### src/rtl/ppc_pkg.sv
// Constants for the port and pin control block
package ppc_pkg;
    localparam int PORT_A_WIDTH   = 4;
    localparam int PORT_B_WIDTH   = 2;
    localparam int KEY_WIDTH      = 4;
    localparam int MIXED_WIDTH    = 2;
    localparam int SEG_WIDTH      = 6;
    localparam int SEG_FIRST      = 17;
    localparam int SEG_LAST       = 22;
    localparam int MIXED_TIMER_BIT = 0;
    localparam int MIXED_INTR_BIT  = 1;
    // Pull-up option bit positions for port A, port B and the key port
    localparam int PU_PORT_A      = 0;
    localparam int PU_PORT_B      = 1;
    localparam int PU_KEY         = 2;
    localparam int PU_WIDTH       = 3;
    // Reset values
    localparam logic [3:0] DIR_A_RESET   = 4'hF;
    localparam logic [1:0] DIR_B_RESET   = 2'h3;
    localparam logic [3:0] DIR_K_RESET   = 4'hF;
    localparam logic [1:0] DIR_M_RESET   = 2'h3;
    localparam logic [2:0] PU_RESET      = 3'h0;
    localparam logic [5:0] SEG_FN_RESET  = 6'h0;
    // Edge selection for the external interrupt
    typedef enum logic [1:0] {
        PPC_EDGE_RISE = 2'h0,
        PPC_EDGE_FALL = 2'h1,
        PPC_EDGE_BOTH = 2'h3
    } ppc_edge_t;
endpackage : ppc_pkg

### src/rtl/ppc_edge_if.sv
// Interface between the port block and its edge detector
`timescale 1ns/1ps
`default_nettype none
interface ppc_edge_if;
    logic               level;
    ppc_pkg::ppc_edge_t edgeSel;
    logic               enable;
    logic               pulse;
    modport detector (input level, input edgeSel, input enable, output pulse);
    modport user     (output level, output edgeSel, output enable, input pulse);
endinterface : ppc_edge_if
`default_nettype wire

### src/rtl/ppc_edge_detect.sv
// Edge detector for the external interrupt input
`timescale 1ns/1ps
`default_nettype none
module ppc_edge_detect (
    // Clock and reset
    input  wire logic   clk,
    input  wire logic   resetn,
    // Detector link
    ppc_edge_if.detector ed
);
    logic prevReg;
    logic pulseReg;
    wire  riseSeen = ed.level & ~prevReg;
    wire  fallSeen = ~ed.level & prevReg;
    wire  hit      = ed.enable & (
                       (ed.edgeSel == ppc_pkg::PPC_EDGE_RISE && riseSeen) ||
                       (ed.edgeSel == ppc_pkg::PPC_EDGE_FALL && fallSeen) ||
                       (ed.edgeSel == ppc_pkg::PPC_EDGE_BOTH && (riseSeen | fallSeen)));

    always_ff @(posedge clk) begin
        if (!resetn) begin
            prevReg  <= 1'b0;
            pulseReg <= 1'b0;
        end else begin
            prevReg  <= ed.level;
            pulseReg <= hit;
        end
    end
    assign ed.pulse = pulseReg;

    a_rise_detect: assert property (@(posedge clk) disable iff (!resetn)
        ed.enable && ed.edgeSel == ppc_pkg::PPC_EDGE_RISE && riseSeen |=> ed.pulse)
        else $error("rising edge missed");
    a_fall_only: assert property (@(posedge clk) disable iff (!resetn)
        ed.edgeSel == ppc_pkg::PPC_EDGE_FALL && riseSeen |=> !ed.pulse)
        else $error("rising edge taken in falling mode");
endmodule : ppc_edge_detect
`default_nettype wire

### src/rtl/ppc_port_control.sv
// Port pin control: five ports with direction and alternate functions, pull-ups on port A, port B and the key port
// Summary of operation
// - Port A has four bits, each direction set by its own direction bit.
// - Pull-ups enabled per port by option register, only while port is input.
// - Port B has two bits with per-bit direction register.
// - Key port has four bits, each direction set per bit in port mode.
// - Key port pull-ups on when pull-up option or key-return mode asks.
// - Each key bit is either port bit or key-return detection input.
// - Mixed port: per-bit direction; control mode gives timer out, interrupt/analog.
// - External interrupt edge selectable: rising, falling or both.
// - Segment port bits select input or segment output, bit 0 is segment 22.
// - Segment port never drives pins as port outputs.
`timescale 1ns/1ps
`default_nettype none
module ppc_port_control #(
    parameter int PORT_A_W = ppc_pkg::PORT_A_WIDTH,
    parameter int PORT_B_W = ppc_pkg::PORT_B_WIDTH,
    parameter int KEY_W    = ppc_pkg::KEY_WIDTH,
    parameter int SEG_W    = ppc_pkg::SEG_WIDTH
) (
    // Clock and reset
    input  wire logic                clk,
    input  wire logic                resetn,
    // Configuration writes (direction 1 = input)
    input  wire logic                cfgWrite,
    input  wire logic [PORT_A_W-1:0] portADirectionIn,
    input  wire logic [PORT_B_W-1:0] portBDirectionIn,
    input  wire logic [KEY_W-1:0]    keyPortDirectionIn,
    input  wire logic [1:0]          mixedPortDirectionIn,
    input  wire logic [2:0]          pullupOptionIn,
    input  wire logic                keyReturnModeIn,
    input  wire logic [KEY_W-1:0]    keyControlModeIn,
    input  wire logic [1:0]          mixedControlModeIn,
    input  wire logic [1:0]          edgeSelectIn,
    input  wire logic [SEG_W-1:0]    segmentPortFunctionIn,
    // Output latch writes
    input  wire logic                dataWrite,
    input  wire logic [PORT_A_W-1:0] portADataIn,
    input  wire logic [PORT_B_W-1:0] portBDataIn,
    input  wire logic [KEY_W-1:0]    keyPortDataIn,
    input  wire logic [1:0]          mixedPortDataIn,
    // Alternate function sources from peripherals
    input  wire logic                timerOutput,
    input  wire logic [22:17]        sharedSegmentOutputs,
    // Pin inputs
    input  wire logic [PORT_A_W-1:0] portAPinsIn,
    input  wire logic [PORT_B_W-1:0] portBPinsIn,
    input  wire logic [KEY_W-1:0]    keyPortPinsIn,
    input  wire logic                mixedPortBit0In,
    input  wire logic                mixedPortBit1In,
    input  wire logic [SEG_W-1:0]    segmentPortPinsIn,
    // Pin outputs and enables
    output logic [PORT_A_W-1:0]      portAPinsOut,
    output logic [PORT_A_W-1:0]      portAPinsOe,
    output logic [PORT_B_W-1:0]      portBPinsOut,
    output logic [PORT_B_W-1:0]      portBPinsOe,
    output logic [KEY_W-1:0]         keyPortPinsOut,
    output logic [KEY_W-1:0]         keyPortPinsOe,
    output logic                     mixedPortBit0Out,
    output logic                     mixedPortBit0Oe,
    output logic                     mixedPortBit1Out,
    output logic                     mixedPortBit1Oe,
    output logic [SEG_W-1:0]         segmentPortPinsOut,
    output logic [SEG_W-1:0]         segmentPortPinsOe,
    // Pull-up enables
    output logic [PORT_A_W-1:0]      portAPullup,
    output logic [PORT_B_W-1:0]      portBPullup,
    output logic [KEY_W-1:0]         keyPortPullup,
    // Data read back
    output logic [PORT_A_W-1:0]      portARead,
    output logic [PORT_B_W-1:0]      portBRead,
    output logic [KEY_W-1:0]         keyPortRead,
    output logic [1:0]               mixedPortRead,
    output logic [SEG_W-1:0]         segmentPortRead,
    // Peripheral side
    output logic [KEY_W-1:0]         keyReturnInputs,
    output logic                     externalInterruptInput,
    output logic                     externalInterruptPulse,
    output logic                     analogInputPin
);
    // Elaboration check: the pin map fixes every width
    if (PORT_A_W != ppc_pkg::PORT_A_WIDTH || PORT_B_W != ppc_pkg::PORT_B_WIDTH ||
        KEY_W != ppc_pkg::KEY_WIDTH || SEG_W != ppc_pkg::SEG_WIDTH) begin : g_width_check
        $error("port widths are fixed by the pin map");
    end

    ////////////////////////////////////////////////////////////////////////////
    // Configuration registers
    logic [PORT_A_W-1:0] portADirection_reg;
    logic [PORT_B_W-1:0] portBDirection_reg;
    logic [KEY_W-1:0]    keyPortDirection_reg;
    logic [1:0]          mixedPortDirection_reg;
    logic [2:0]          pullupOption_reg;
    logic                keyReturnMode_reg;
    logic [KEY_W-1:0]    keyControl_reg;
    logic [1:0]          mixedControl_reg;
    ppc_pkg::ppc_edge_t  edgeSel_reg;
    logic [SEG_W-1:0]    segmentPortFunction_reg;
    logic [PORT_A_W-1:0] portALatch_reg;
    logic [PORT_B_W-1:0] portBLatch_reg;
    logic [KEY_W-1:0]    keyLatch_reg;
    logic [1:0]          mixedLatch_reg;

    // Unused edge code 2 falls back to both edges
    wire ppc_pkg::ppc_edge_t edgeSel_next = (edgeSelectIn == 2'h0) ? ppc_pkg::PPC_EDGE_RISE :
                                            (edgeSelectIn == 2'h1) ? ppc_pkg::PPC_EDGE_FALL :
                                            ppc_pkg::PPC_EDGE_BOTH;

    always_ff @(posedge clk) begin
        if (!resetn) begin
            portADirection_reg      <= ppc_pkg::DIR_A_RESET;
            portBDirection_reg      <= ppc_pkg::DIR_B_RESET;
            keyPortDirection_reg    <= ppc_pkg::DIR_K_RESET;
            mixedPortDirection_reg  <= ppc_pkg::DIR_M_RESET;
            pullupOption_reg        <= ppc_pkg::PU_RESET;
            keyReturnMode_reg       <= 1'b0;
            keyControl_reg          <= 4'h0;
            mixedControl_reg        <= 2'h0;
            edgeSel_reg             <= ppc_pkg::PPC_EDGE_RISE;
            segmentPortFunction_reg <= ppc_pkg::SEG_FN_RESET;
        end else if (cfgWrite) begin
            portADirection_reg      <= portADirectionIn;
            portBDirection_reg      <= portBDirectionIn;
            keyPortDirection_reg    <= keyPortDirectionIn;
            mixedPortDirection_reg  <= mixedPortDirectionIn;
            pullupOption_reg        <= pullupOptionIn;
            keyReturnMode_reg       <= keyReturnModeIn;
            keyControl_reg          <= keyControlModeIn;
            mixedControl_reg        <= mixedControlModeIn;
            edgeSel_reg             <= edgeSel_next;
            segmentPortFunction_reg <= segmentPortFunctionIn;
        end
    end

    always_ff @(posedge clk) begin
        if (!resetn) begin
            portALatch_reg <= 4'h0;
            portBLatch_reg <= 2'h0;
            keyLatch_reg   <= 4'h0;
            mixedLatch_reg <= 2'h0;
        end else if (dataWrite) begin
            portALatch_reg <= portADataIn;
            portBLatch_reg <= portBDataIn;
            keyLatch_reg   <= keyPortDataIn;
            mixedLatch_reg <= mixedPortDataIn;
        end
    end

    ////////////////////////////////////////////////////////////////////////////
    // Pin decode
    wire [1:0]       mixedPinsIn = {mixedPortBit1In, mixedPortBit0In};
    wire [KEY_W-1:0] keyPortMode = ~keyControl_reg;
    wire             timerSel    = mixedControl_reg[ppc_pkg::MIXED_TIMER_BIT];
    wire             mixedOut0   = timerSel ? timerOutput : mixedLatch_reg[0];
    wire             mixedOe0    = timerSel | ~mixedPortDirection_reg[0];
    // Bit 1 alternates are inputs only, so control mode releases the pin
    wire             mixedOe1    = ~mixedControl_reg[1] & ~mixedPortDirection_reg[1];
    wire             puA = pullupOption_reg[ppc_pkg::PU_PORT_A];
    wire             puB = pullupOption_reg[ppc_pkg::PU_PORT_B];
    wire             puK = pullupOption_reg[ppc_pkg::PU_KEY] | keyReturnMode_reg;
    wire [SEG_W-1:0] segDrive;
    wire [SEG_W-1:0] segCtrl = segmentPortFunction_reg;
    wire [KEY_W-1:0] keyOe   = keyPortMode & ~keyPortDirection_reg;

    genvar gi;
    generate
        for (gi = 0; gi < SEG_W; gi++) begin : g_seg
            assign segDrive[gi] = sharedSegmentOutputs[ppc_pkg::SEG_LAST - gi];
        end
    endgenerate

    ////////////////////////////////////////////////////////////////////////////
    // External interrupt edge detector
    ppc_edge_if edgeLink ();
    assign edgeLink.level   = mixedPortBit1In;
    assign edgeLink.edgeSel = edgeSel_reg;
    assign edgeLink.enable  = mixedControl_reg[ppc_pkg::MIXED_INTR_BIT];

    ppc_edge_detect u_edge (
        .clk    (clk),
        .resetn (resetn),
        .ed     (edgeLink.detector)
    );

    ////////////////////////////////////////////////////////////////////////////
    // Registered outputs
    always_ff @(posedge clk) begin
        if (!resetn) begin
            portAPinsOut <= 4'h0;
            portAPinsOe <= 4'h0;
            portBPinsOut <= 2'h0;
            portBPinsOe <= 2'h0;
            keyPortPinsOut <= 4'h0;
            keyPortPinsOe <= 4'h0;
            mixedPortBit0Out <= 1'b0;
            mixedPortBit0Oe <= 1'b0;
            mixedPortBit1Out <= 1'b0;
            mixedPortBit1Oe <= 1'b0;
            segmentPortPinsOut <= 6'h0;
            segmentPortPinsOe <= 6'h0;
            portAPullup <= 4'h0;
            portBPullup <= 2'h0;
            keyPortPullup <= 4'h0;
            portARead <= 4'h0;
            portBRead <= 2'h0;
            keyPortRead <= 4'h0;
            mixedPortRead <= 2'h0;
            segmentPortRead <= 6'h0;
            keyReturnInputs <= 4'h0;
            externalInterruptInput <= 1'b0;
            externalInterruptPulse <= 1'b0;
            analogInputPin <= 1'b0;
        end else begin
            portAPinsOut <= portALatch_reg;
            portAPinsOe <= ~portADirection_reg;
            portBPinsOut <= portBLatch_reg;
            portBPinsOe <= ~portBDirection_reg;
            keyPortPinsOut <= keyLatch_reg;
            keyPortPinsOe <= keyOe;
            mixedPortBit0Out <= mixedOut0;
            mixedPortBit0Oe <= mixedOe0;
            mixedPortBit1Out <= mixedLatch_reg[1];
            mixedPortBit1Oe <= mixedOe1;
            segmentPortPinsOut <= segDrive & segCtrl;
            segmentPortPinsOe <= segCtrl;
            portAPullup <= {PORT_A_W{puA}} & portADirection_reg;
            portBPullup <= {PORT_B_W{puB}} & portBDirection_reg;
            keyPortPullup <= {KEY_W{puK}} & (keyPortDirection_reg | keyControl_reg);
            portARead <= (portADirection_reg & portAPinsIn) |
                         (~portADirection_reg & portALatch_reg);
            portBRead <= (portBDirection_reg & portBPinsIn) |
                         (~portBDirection_reg & portBLatch_reg);
            keyPortRead <= (keyPortDirection_reg & keyPortPinsIn) |
                           (~keyPortDirection_reg & keyLatch_reg);
            mixedPortRead <= (mixedPortDirection_reg & mixedPinsIn) |
                             (~mixedPortDirection_reg & mixedLatch_reg);
            segmentPortRead <= segmentPortPinsIn & ~segCtrl;
            keyReturnInputs <= keyPortPinsIn & keyControl_reg;
            externalInterruptInput <= mixedPortBit1In & mixedControl_reg[1];
            externalInterruptPulse <= edgeLink.pulse;
            analogInputPin <= mixedPortBit1In & mixedControl_reg[1];
        end
    end

    ////////////////////////////////////////////////////////////////////////////
    // Checks
    a_seg_never_port: assert property (@(posedge clk) disable iff (!resetn)
        (segmentPortPinsOe & ~$past(segCtrl)) == 6'h0)
        else $error("segment port driven in port mode");
    a_pullup_input_only: assert property (@(posedge clk) disable iff (!resetn)
        (portAPullup & ~$past(portADirection_reg)) == 4'h0)
        else $error("pull-up on output bit");
    a_key_pullup_mode: assert property (@(posedge clk) disable iff (!resetn)
        keyReturnMode_reg && keyPortDirection_reg == 4'hF |=> keyPortPullup == 4'hF)
        else $error("key return mode did not enable pull-ups");
    a_reset_inputs: assert property (@(posedge clk)
        !resetn |=> portADirection_reg == 4'hF && pullupOption_reg == 3'h0 &&
        segmentPortFunction_reg == 6'h0)
        else $error("reset state wrong");
    a_read_latch: assert property (@(posedge clk) disable iff (!resetn)
        portADirection_reg == 4'h0 |=> portARead == $past(portALatch_reg))
        else $error("output bit read not from latch");
    a_read_pin: assert property (@(posedge clk) disable iff (!resetn)
        portBDirection_reg == 2'h3 |=> portBRead == $past(portBPinsIn))
        else $error("input bit read not from pin");
    a_timer_out: assert property (@(posedge clk) disable iff (!resetn)
        timerSel |=> mixedPortBit0Oe && mixedPortBit0Out == $past(timerOutput))
        else $error("timer output not on mixed bit 0");
    a_seg_order: assert property (@(posedge clk) disable iff (!resetn)
        segCtrl[0] |=> segmentPortPinsOut[0] == $past(sharedSegmentOutputs[22]))
        else $error("segment order wrong");
    a_key_oe_ctrl: assert property (@(posedge clk) disable iff (!resetn)
        (keyPortPinsOe & $past(keyControl_reg)) == 4'h0)
        else $error("key return bit driven");
    a_intr_pin_input: assert property (@(posedge clk) disable iff (!resetn)
        mixedControl_reg[ppc_pkg::MIXED_INTR_BIT] |=> !mixedPortBit1Oe)
        else $error("interrupt pin driven in control mode");
    a_mixed_bit1_out: assert property (@(posedge clk) disable iff (!resetn)
        !mixedControl_reg[1] && !mixedPortDirection_reg[1] |=>
        mixedPortBit1Oe && mixedPortBit1Out == $past(mixedLatch_reg[1]))
        else $error("mixed bit 1 output not driven");
    a_port_b_oe: assert property (@(posedge clk) disable iff (!resetn)
        portBPinsOe == ~$past(portBDirection_reg))
        else $error("port B enable not from direction");
    a_key_pull_input: assert property (@(posedge clk) disable iff (!resetn)
        (keyPortPullup & ~$past(keyPortDirection_reg | keyControl_reg)) == 4'h0)
        else $error("key pull-up on output bit");
    a_edge_to_out: assert property (@(posedge clk) disable iff (!resetn)
        edgeLink.pulse |=> externalInterruptPulse)
        else $error("interrupt pulse lost");
    a_reset_drivers: assert property (@(posedge clk)
        !resetn |=> portAPinsOe == 4'h0 && keyPortPinsOe == 4'h0 && !mixedPortBit1Oe &&
        segmentPortPinsOe == 6'h0)
        else $error("pin driven after reset");
endmodule : ppc_port_control
`default_nettype wire

### config.mk
export PLATFORM = sky130hd
export DESIGN_NAME = ppc_port_control
export DESIGN_NICKNAME = d
export VERILOG_FILES = /design/src/rtl/ppc_pkg.sv /design/src/rtl/ppc_edge_if.sv /design/src/rtl/ppc_edge_detect.sv /design/src/rtl/ppc_port_control.sv
export SDC_FILE = /design/constraint.sdc
export NUM_CORES = 1
export LEC_CHECK = 0
export BUFFER_PORTS_ARGS = -buffer_cell sky130_fd_sc_hd__buf_2
export CAP_MARGIN = 0
export CORE_ASPECT_RATIO = 1.4
export CORE_MARGIN = 4
export CORE_UTILIZATION = 35
export DETAILED_ROUTE_END_ITERATION = 6
export GPL_TIMING_DRIVEN = 1
export HOLD_SLACK_MARGIN = 0.12
export PLACE_DENSITY_LB_ADDON = 0.1
export SYNTH_ARGS = -nofsm -noshare
export SYNTH_HDL_FRONTEND = slang
export SYNTH_SLANG_ARGS = --single-unit
export TNS_END_PERCENT = 50
### constraint.sdc
create_clock -name clk -period 1.63 [get_ports clk]
set_input_delay 0.0815 -clock clk [delete_from_list [all_inputs] [get_ports clk]]
set_output_delay 0.0815 -clock clk [all_outputs]
set_load 0.02 [all_outputs]
==> flow_metrics.py, run 1 <==
metrics = {
    "cts": {
        "clockRootBuffer": "clkbuf_16",
        "cts_htree_levels": 4,
        "clockBufferDepth": 2,
        "clk_latency_ps": 400,
        "cts.clk_slew.worst_paths_ps": 50,
        "cts-resized-gates": 0,
        "cts.sinks": 114,
        "cts_tree": "built",
        "numCtsBuffers": 17,
    },
    "synth": {
        "yosys.area.top_type_share": 0.613,
        "synth-xor-area-share": 0,
        "syn_nets": 394,
        "ys_async_sr_fraction": 0,
        "ys_seq_area_frac": 0.613,
        "syn_avg_cell_area_um2": 11.6,
        "synth_cell_types": 21,
        "yosys.area_share.adder": 0.00672,
        "synthTopCellsByCount": "dfxtp_1 (114), mux2i_1 (55), nor2b_1 (48), and2_1 (23)",
        "synth_top_family_by_area": "simple AND/OR/NAND/NOR gates",
        "synth_edf_count": 0,
        "yosysTopAreaCell": "dfxtp_1",
        "synth_seq_cells": 114,
        "synthesis.area_um2": 3720,
        "synth.most_common_cell": "dfxtp_1",
        "synthSimpleGateAreaFrac": 0.187,
        "yosys-top-cells-area": "dfxtp_1 (61%), mux2i_1 (15%), nor2b_1 (8.1%)",
        "synth_mux_area_frac": 0.148,
        "yosysWarningCount": 0,
        "synth_ff_type": "dfxtp_1",
        "synth_compound_area_frac": 0.00739,
        "postSynthCellCount": 321,
    },
    "pwr": {
        "internal_power_mw": 6.04,
        "p_comb_frac": 0.087,
        "seqPwrFrac": 0.391,
        "clkPwrFrac": 0.522,
        "p_switching_mw": 1.64,
        "switching_share": 0.213,
        "power-per-cell-area_nw_per_um2": 1300,
        "power.leakage_nw": 2.95,
        "vdd_drop_max_mv": 0.720,
    },
    "floorplan": {
        "die_h_um": 130,
        "core_area_um2": 10400,
        "initial_core_util": 0.358,
        "dieArea_um2": 12400,
        "io_pins": 142,
        "rows": 44,
        "dieWidth_um": 95.2,
    },
    "global_routing": {
        "grt_usage": 0.149,
        "grt_use_met3": 0.0571,
        "busiest_layer": "met2",
        "grt_max_degree": 35,
        "use_met1": 0.167,
        "overflow": 0,
        "grt_pass1_vias": 2945,
        "antenna_found_initial": 0,
        "grt_first_pass_wirelength_um": 13900,
        "gr-usage-met2": 0.249,
    },
    "critical_path": {
        "slowest_delay_ps": 580,
        "path_buf_inv": 1,
        "arrival_ps": 1510,
        "path_class": "reg2reg",
        "cp_top_family": "buffers and inverters",
        "start_kind": "flop",
        "required_ps": 1910,
        "cp-end-kind": "flop",
        "crit_path_max_fanout": 3,
        "cp_slowest_cell": "dlygate4sd3_1",
        "cp_cell_sequence": "mux2i_1, nand2_1, dlygate4sd3_1",
    },
    "finish": {
        "area_delta_synth_final_pct": 58.4,
        "drive_above_1_share": 0.322,
        "area.sequential_um2": 2280,
        "multiInputGateArea_um2": 1300,
        "n_antenna_cell": 0,
        "nNetsFinal": 610,
        "fillCellCount": 920,
    },
    "sta": {
        "fin_crit_ps": 1230,
        "max_slew.worst_pin.slew_ps": 514,
        "finalHoldViolCount": 0,
        "setup_viol_count_final": 0,
        "period_share": 0.753,
        "drv_slew": 0,
        "fin_ws_ps": 403,
        "slew_headroom": 0.657,
        "rsz0062_at_grt": "no",
        "clock_skew_ps": 5.18,
        "fmax_ghz": 0.815,
        "tns_ps": 0,
    },
    "route": {
        "wl_um": 8690,
        "dr.pass1.iters": 4,
        "avgViaCountPerCell": 4.24,
        "vias": 2917,
        "wl_per_cell_um": 12.6,
        "postRouteAntennaNets": 0,
        "drc_errors": 0,
        "drtIter0Drc": 47,
    },
    "min_path": {
        "holdCritPathClass": "in2reg",
    },
    "place": {
        "gp_congestion": 0.659,
        "io_buffers": 141,
        "preCtsSetupSlack_ps": 545,
        "place_hpwl_um": 5580,
    },
    "outcome": {
        "outcome": "finished, final reports clean",
    },
    "flow_run": {
        "max_cap_violations": 0,
    },
}
-- power by group through the flow --
stage	registers [mW]	logic, mW	clock network, mW
2_1_floorplan	3.14	0.241	0
3_3_place_gp	3.06	0.537	0
3_5_place_dp	3.06	0.542	0
4_1_cts	3.00	0.676	4.11
5_1_grt	3.02	0.735	4.25
6_report	3.00	0.668	4.01
-- worst paths after layout --
kind                                                              from  depth (start not counted)                                endpoint  slack, ps
worst max-delay path            mixedPortDirection_reg[1]$_SDFFE_PN1P_                          3  mixedPortDirection_reg[1]$_SDFFE_PN1P_        400
worst min-delay path                                          cfgWrite                          3                 segCtrl[1]$_SDFFE_PN0P_        160
worst max register to register  mixedPortDirection_reg[1]$_SDFFE_PN1P_                          3  mixedPortDirection_reg[1]$_SDFFE_PN1P_        400
worst min register to register              u_edge.ed.pulse$_SDFF_PN0_                          1       externalInterruptPulse$_SDFF_PN0_        430
-- what timing repair did --
item | 4_1_cts | 5_1_grt
endpoints found under the hold margin | 73 | 0
setup buffers | 0 | 0
hold buffers | 70 | 0
-- layout make-up --
cell class,count,area share
clock buffers,18,0.0744
repair buffers,215,0.252
well taps,138,0.0293
inverters,3,0.00191
flip-flops and latches,114,0.387
multi-input cells,186,0.220
clock inverters,14,0.0358
-- worst min-delay path, cell delays in order --
cell	delay (ps)
buf_2	200
mux2i_1	180
nor2b_1	50
-- cells by family (layout without fill, tap and decap cells) --
| logic type | Yosys count | count (layout) |
|---|---|---|
| mux | 55 | 55 |
| simple gates | 124 | 124 |
| compound gates | 5 | 5 |
| buf+inv | 21 | 250 |
| flops | 114 | 114 |
| fa+ha+maj | 2 | 2 |
-- metal layers --
metal	wire [um]	vias to the layer above
met5	0	-
met4	162	0
met3	639	15
met2	4410	98
met1	3480	1324
li1	-	1480
-- metrics by stage --
stage	hold slack [ps]	instances	total power, mW	utilization	instance area [um^2]
after global placement	293	586	3.60	0.437	4550
after global routing	154	688	8.00	0.567	5900
after CTS	146	688	7.79	0.567	5900
after floorplan	195	321	3.38	-	3720
after detailed placement	300	586	3.60	0.437	4550
final	158	688	7.68	0.567	5900
-- layout by cell type (no fill, tap or decap), types with 4 or more instances in the layout --
cell and n:
buf_12 4, nor2b_1 48, mux2i_1 55, clkinv_2 4, clkbuf_16 17, buf_2 141
dfxtp_1 114, bufinv_16 5, and3_1 18, nand2_1 18, and2_1 23, nor2_1 15
dlygate4sd3_1 70
Note: power is estimated with default switching activity, not from simulation.
==> run 2: changes to the inputs <==
==> constraint.sdc (replaced) <==
create_clock -name clk -period 1.2 [get_ports clk]
set_input_delay 0.06 -clock clk [delete_from_list [all_inputs] [get_ports clk]]
set_output_delay 0.06 -clock clk [all_outputs]
set_load 0.02 [all_outputs]
==> run 2 against run 1 <==
Effect of this change:
- non-clock buffer count rose by 6
- worst hold slack hardly changed
- combinational power rose by 37%
- sequential share of layout area up 0.32 points
- register-to-register slack got worse by 320 ps
- utilization down 0.41 points
- critical path type is now in2reg
==> flow_metrics.py, run 2 (synthesized netlist as in run 1, its figures left out) <==
metrics = {
    "critical_path": {
        "cp_top_family": "buffers and inverters",
        "cpMostUsedCell": "dlygate4sd3_1",
        "path_buf_inv": 3,
        "cp_cell_sequence": "dlygate4sd3_1, buf_2, nor2_1, dlygate4sd3_1, a21oi_1",
        "start_kind": "input pin",
        "worst-path-stages": 5,
        "crit_path_start": "edgeSelectIn[0]",
        "arrival_ps": 1410,
        "reg2reg_slack_ps": 80,
        "critPathCapture": "edgeLink.edgeSel[0]$_SDFFE_PN0P_",
        "cp-end-kind": "flop",
        "crit_path_max_fanout": 1,
        "reg2reg_to": "segmentPortPinsOut[2]$_SDFF_PN0_",
        "regToRegStartpoint": "segCtrl[2]$_SDFFE_PN0P_",
        "required_ps": 1470,
        "path_class": "in2reg",
        "reg2reg_depth": 2,
        "slowest_delay_ps": 550,
        "cp_slowest_cell": "dlygate4sd3_1",
    },
    "route": {
        "wl_met1_um": 3620,
        "dr.pass1.iters": 4,
        "postRouteAntennaNets": 0,
        "drtIter0Drc": 58,
        "avgViaCountPerCell": 4.22,
        "wl_met2_um": 4370,
        "top_layer_used": "met4",
        "routed-wl-met3_um": 653,
        "vias": 2923,
        "drc_errors": 0,
        "wl_um": 8790,
        "wl_per_cell_um": 12.7,
    },
    "global_routing": {
        "grt_pass1_vias": 2903,
        "grt_usage": 0.149,
        "grt_first_pass_wirelength_um": 13900,
        "antenna_found_initial": 0,
        "overflow": 0,
        "grt_max_degree": 39,
    },
    "sta": {
        "max_slew.worst_pin.slew_ps": 464,
        "slew_headroom": 0.691,
        "setup_viol_count_final": 0,
        "fmax_ghz": 0.877,
        "tns_ps": 0,
        "rsz0062_at_grt": "no",
        "clock_skew_ps": 5.81,
        "finalHoldViolCount": 0,
        "period_share": 0.950,
        "drv_slew": 0,
        "fin_crit_ps": 1140,
    },
    "floorplan": {
        "dieWidth_um": 95.2,
        "dieArea_um2": 12400,
        "core_area_um2": 10400,
        "initial_core_util": 0.358,
        "die_h_um": 130,
        "io_pins": 142,
        "rows": 44,
    },
    "finish": {
        "mostFrequentLayoutCell": "buf_2",
        "nNetsFinal": 616,
        "layout_common_cells": "buf_2 (141), dfxtp_1 (112), dlygate4sd3_1 (72)",
        "fillCellCount": 920,
        "n_antenna_cell": 0,
        "drive_above_1_share": 0.318,
        "area_delta_synth_final_pct": 57.3,
    },
    "pwr": {
        "finalPower_mw": 9.71,
        "power-per-cell-area_nw_per_um2": 1660,
        "vdd_drop_max_mv": 0.960,
        "power.leakage_nw": 2.97,
    },
    "cts": {
        "cts.clk_slew.worst_paths_ps": 50,
        "cts.sinks": 114,
        "clockRootBuffer": "clkbuf_16",
        "clk_latency_ps": 400,
        "cts_tree": "built",
        "numCtsBuffers": 17,
        "cts_htree_levels": 4,
        "clockBufferDepth": 2,
    },
    "min_path": {
        "holdCritPathClass": "in2reg",
    },
    "outcome": {
        "outcome": "finished, final reports clean",
    },
    "place": {
        "place_hpwl_um": 5570,
        "gp_congestion": 0.688,
        "io_buffers": 141,
    },
    "flow_run": {
        "max_cap_violations": 0,
    },
}
run 2: cell types whose count changed in the layout (fill, tap and decap cells not counted), sizes merged:
cell          change
clkinv            -3
dlymetal6s4s      +3
dlygate4sd3       +2
buf               +1
bufinv            -4
clkbuf            +7
clkinvlp          -2
run 2: worst register-to-register path: stages (launching register included):
cell	delay (ps)
dfxtp_2	330
and3_1	140
dlygate4sd3_1	550
run 2: area by class of cell:
| cell class | count | area [um^2] | share of cell area |
|---|---|---|---|
| inverter | 3 | 11.3 | 0.00192 |
| clock inverter | 5 | 50.0 | 0.00854 |
| sequential | 114 | 2280 | 0.390 |
| clock buffer | 25 | 515 | 0.0880 |
| multi-input combinational | 186 | 1300 | 0.222 |
| timing repair buffer | 221 | 1530 | 0.261 |
| tap | 138 | 173 | 0.0295 |
run 2: per-stage QoR:
| step | std cells | setup WS [ps] | cell area (um^2) | utilization | hold WS, ps |
|---|---|---|---|---|---|
| CTS | 693 | 18.3 | 5860 | 0.563 | 145 |
| detailed placement | 587 | 187 | 4530 | 0.436 | 280 |
| global placement | 587 | 225 | 4530 | 0.436 | 273 |
| finish | 692 | 59.6 | 5860 | 0.563 | 158 |
| floorplan | 321 | 240 | 3720 | - | 174 |
| global route | 692 | 20.2 | 5860 | 0.563 | 166 |
run 2: what timing repair did:
action                                  CTS  global route
endpoints found under the setup margin    0             4
hold buffers                             76             1
resized for setup                         0             5
buffers inserted                          0             0
endpoints found under the hold margin    75             2
run 2: worst min path at each step:
stage          cells after the start                                 end                 start  slack, ps
2_1_floorplan                      2       segmentPortRead[0]$_SDFF_PN0_  segmentPortPinsIn[0]        170
3_3_place_gp                       3  portADirection_reg[2]$_SDFFE_PN1P_   portADirectionIn[2]        270
3_5_place_dp                       3       segmentPortRead[2]$_SDFF_PN0_  segmentPortPinsIn[2]        280
4_1_cts                            4       segmentPortRead[3]$_SDFF_PN0_                resetn        140
5_1_grt                            4       segmentPortRead[3]$_SDFF_PN0_                resetn        170
6_report                           3    edgeLink.edgeSel[0]$_SDFFE_PN0P_              cfgWrite        160
run 2: metal layers:
layer | vias up | track usage
li1 | 1488 | -
met1 | 1322 | 0.164
met2 | 98 | 0.247
met3 | 15 | 0.0600
met4 | 0 | 0.0714
met5 | - | 0
run 2: where the power goes:
part | internal [mW] | switching [mW] | total, mW
clock | 3.13 | 1.58 | 4.72
combinational | 0.499 | 0.416 | 0.916
sequential | 3.99 | 0.0940 | 4.08
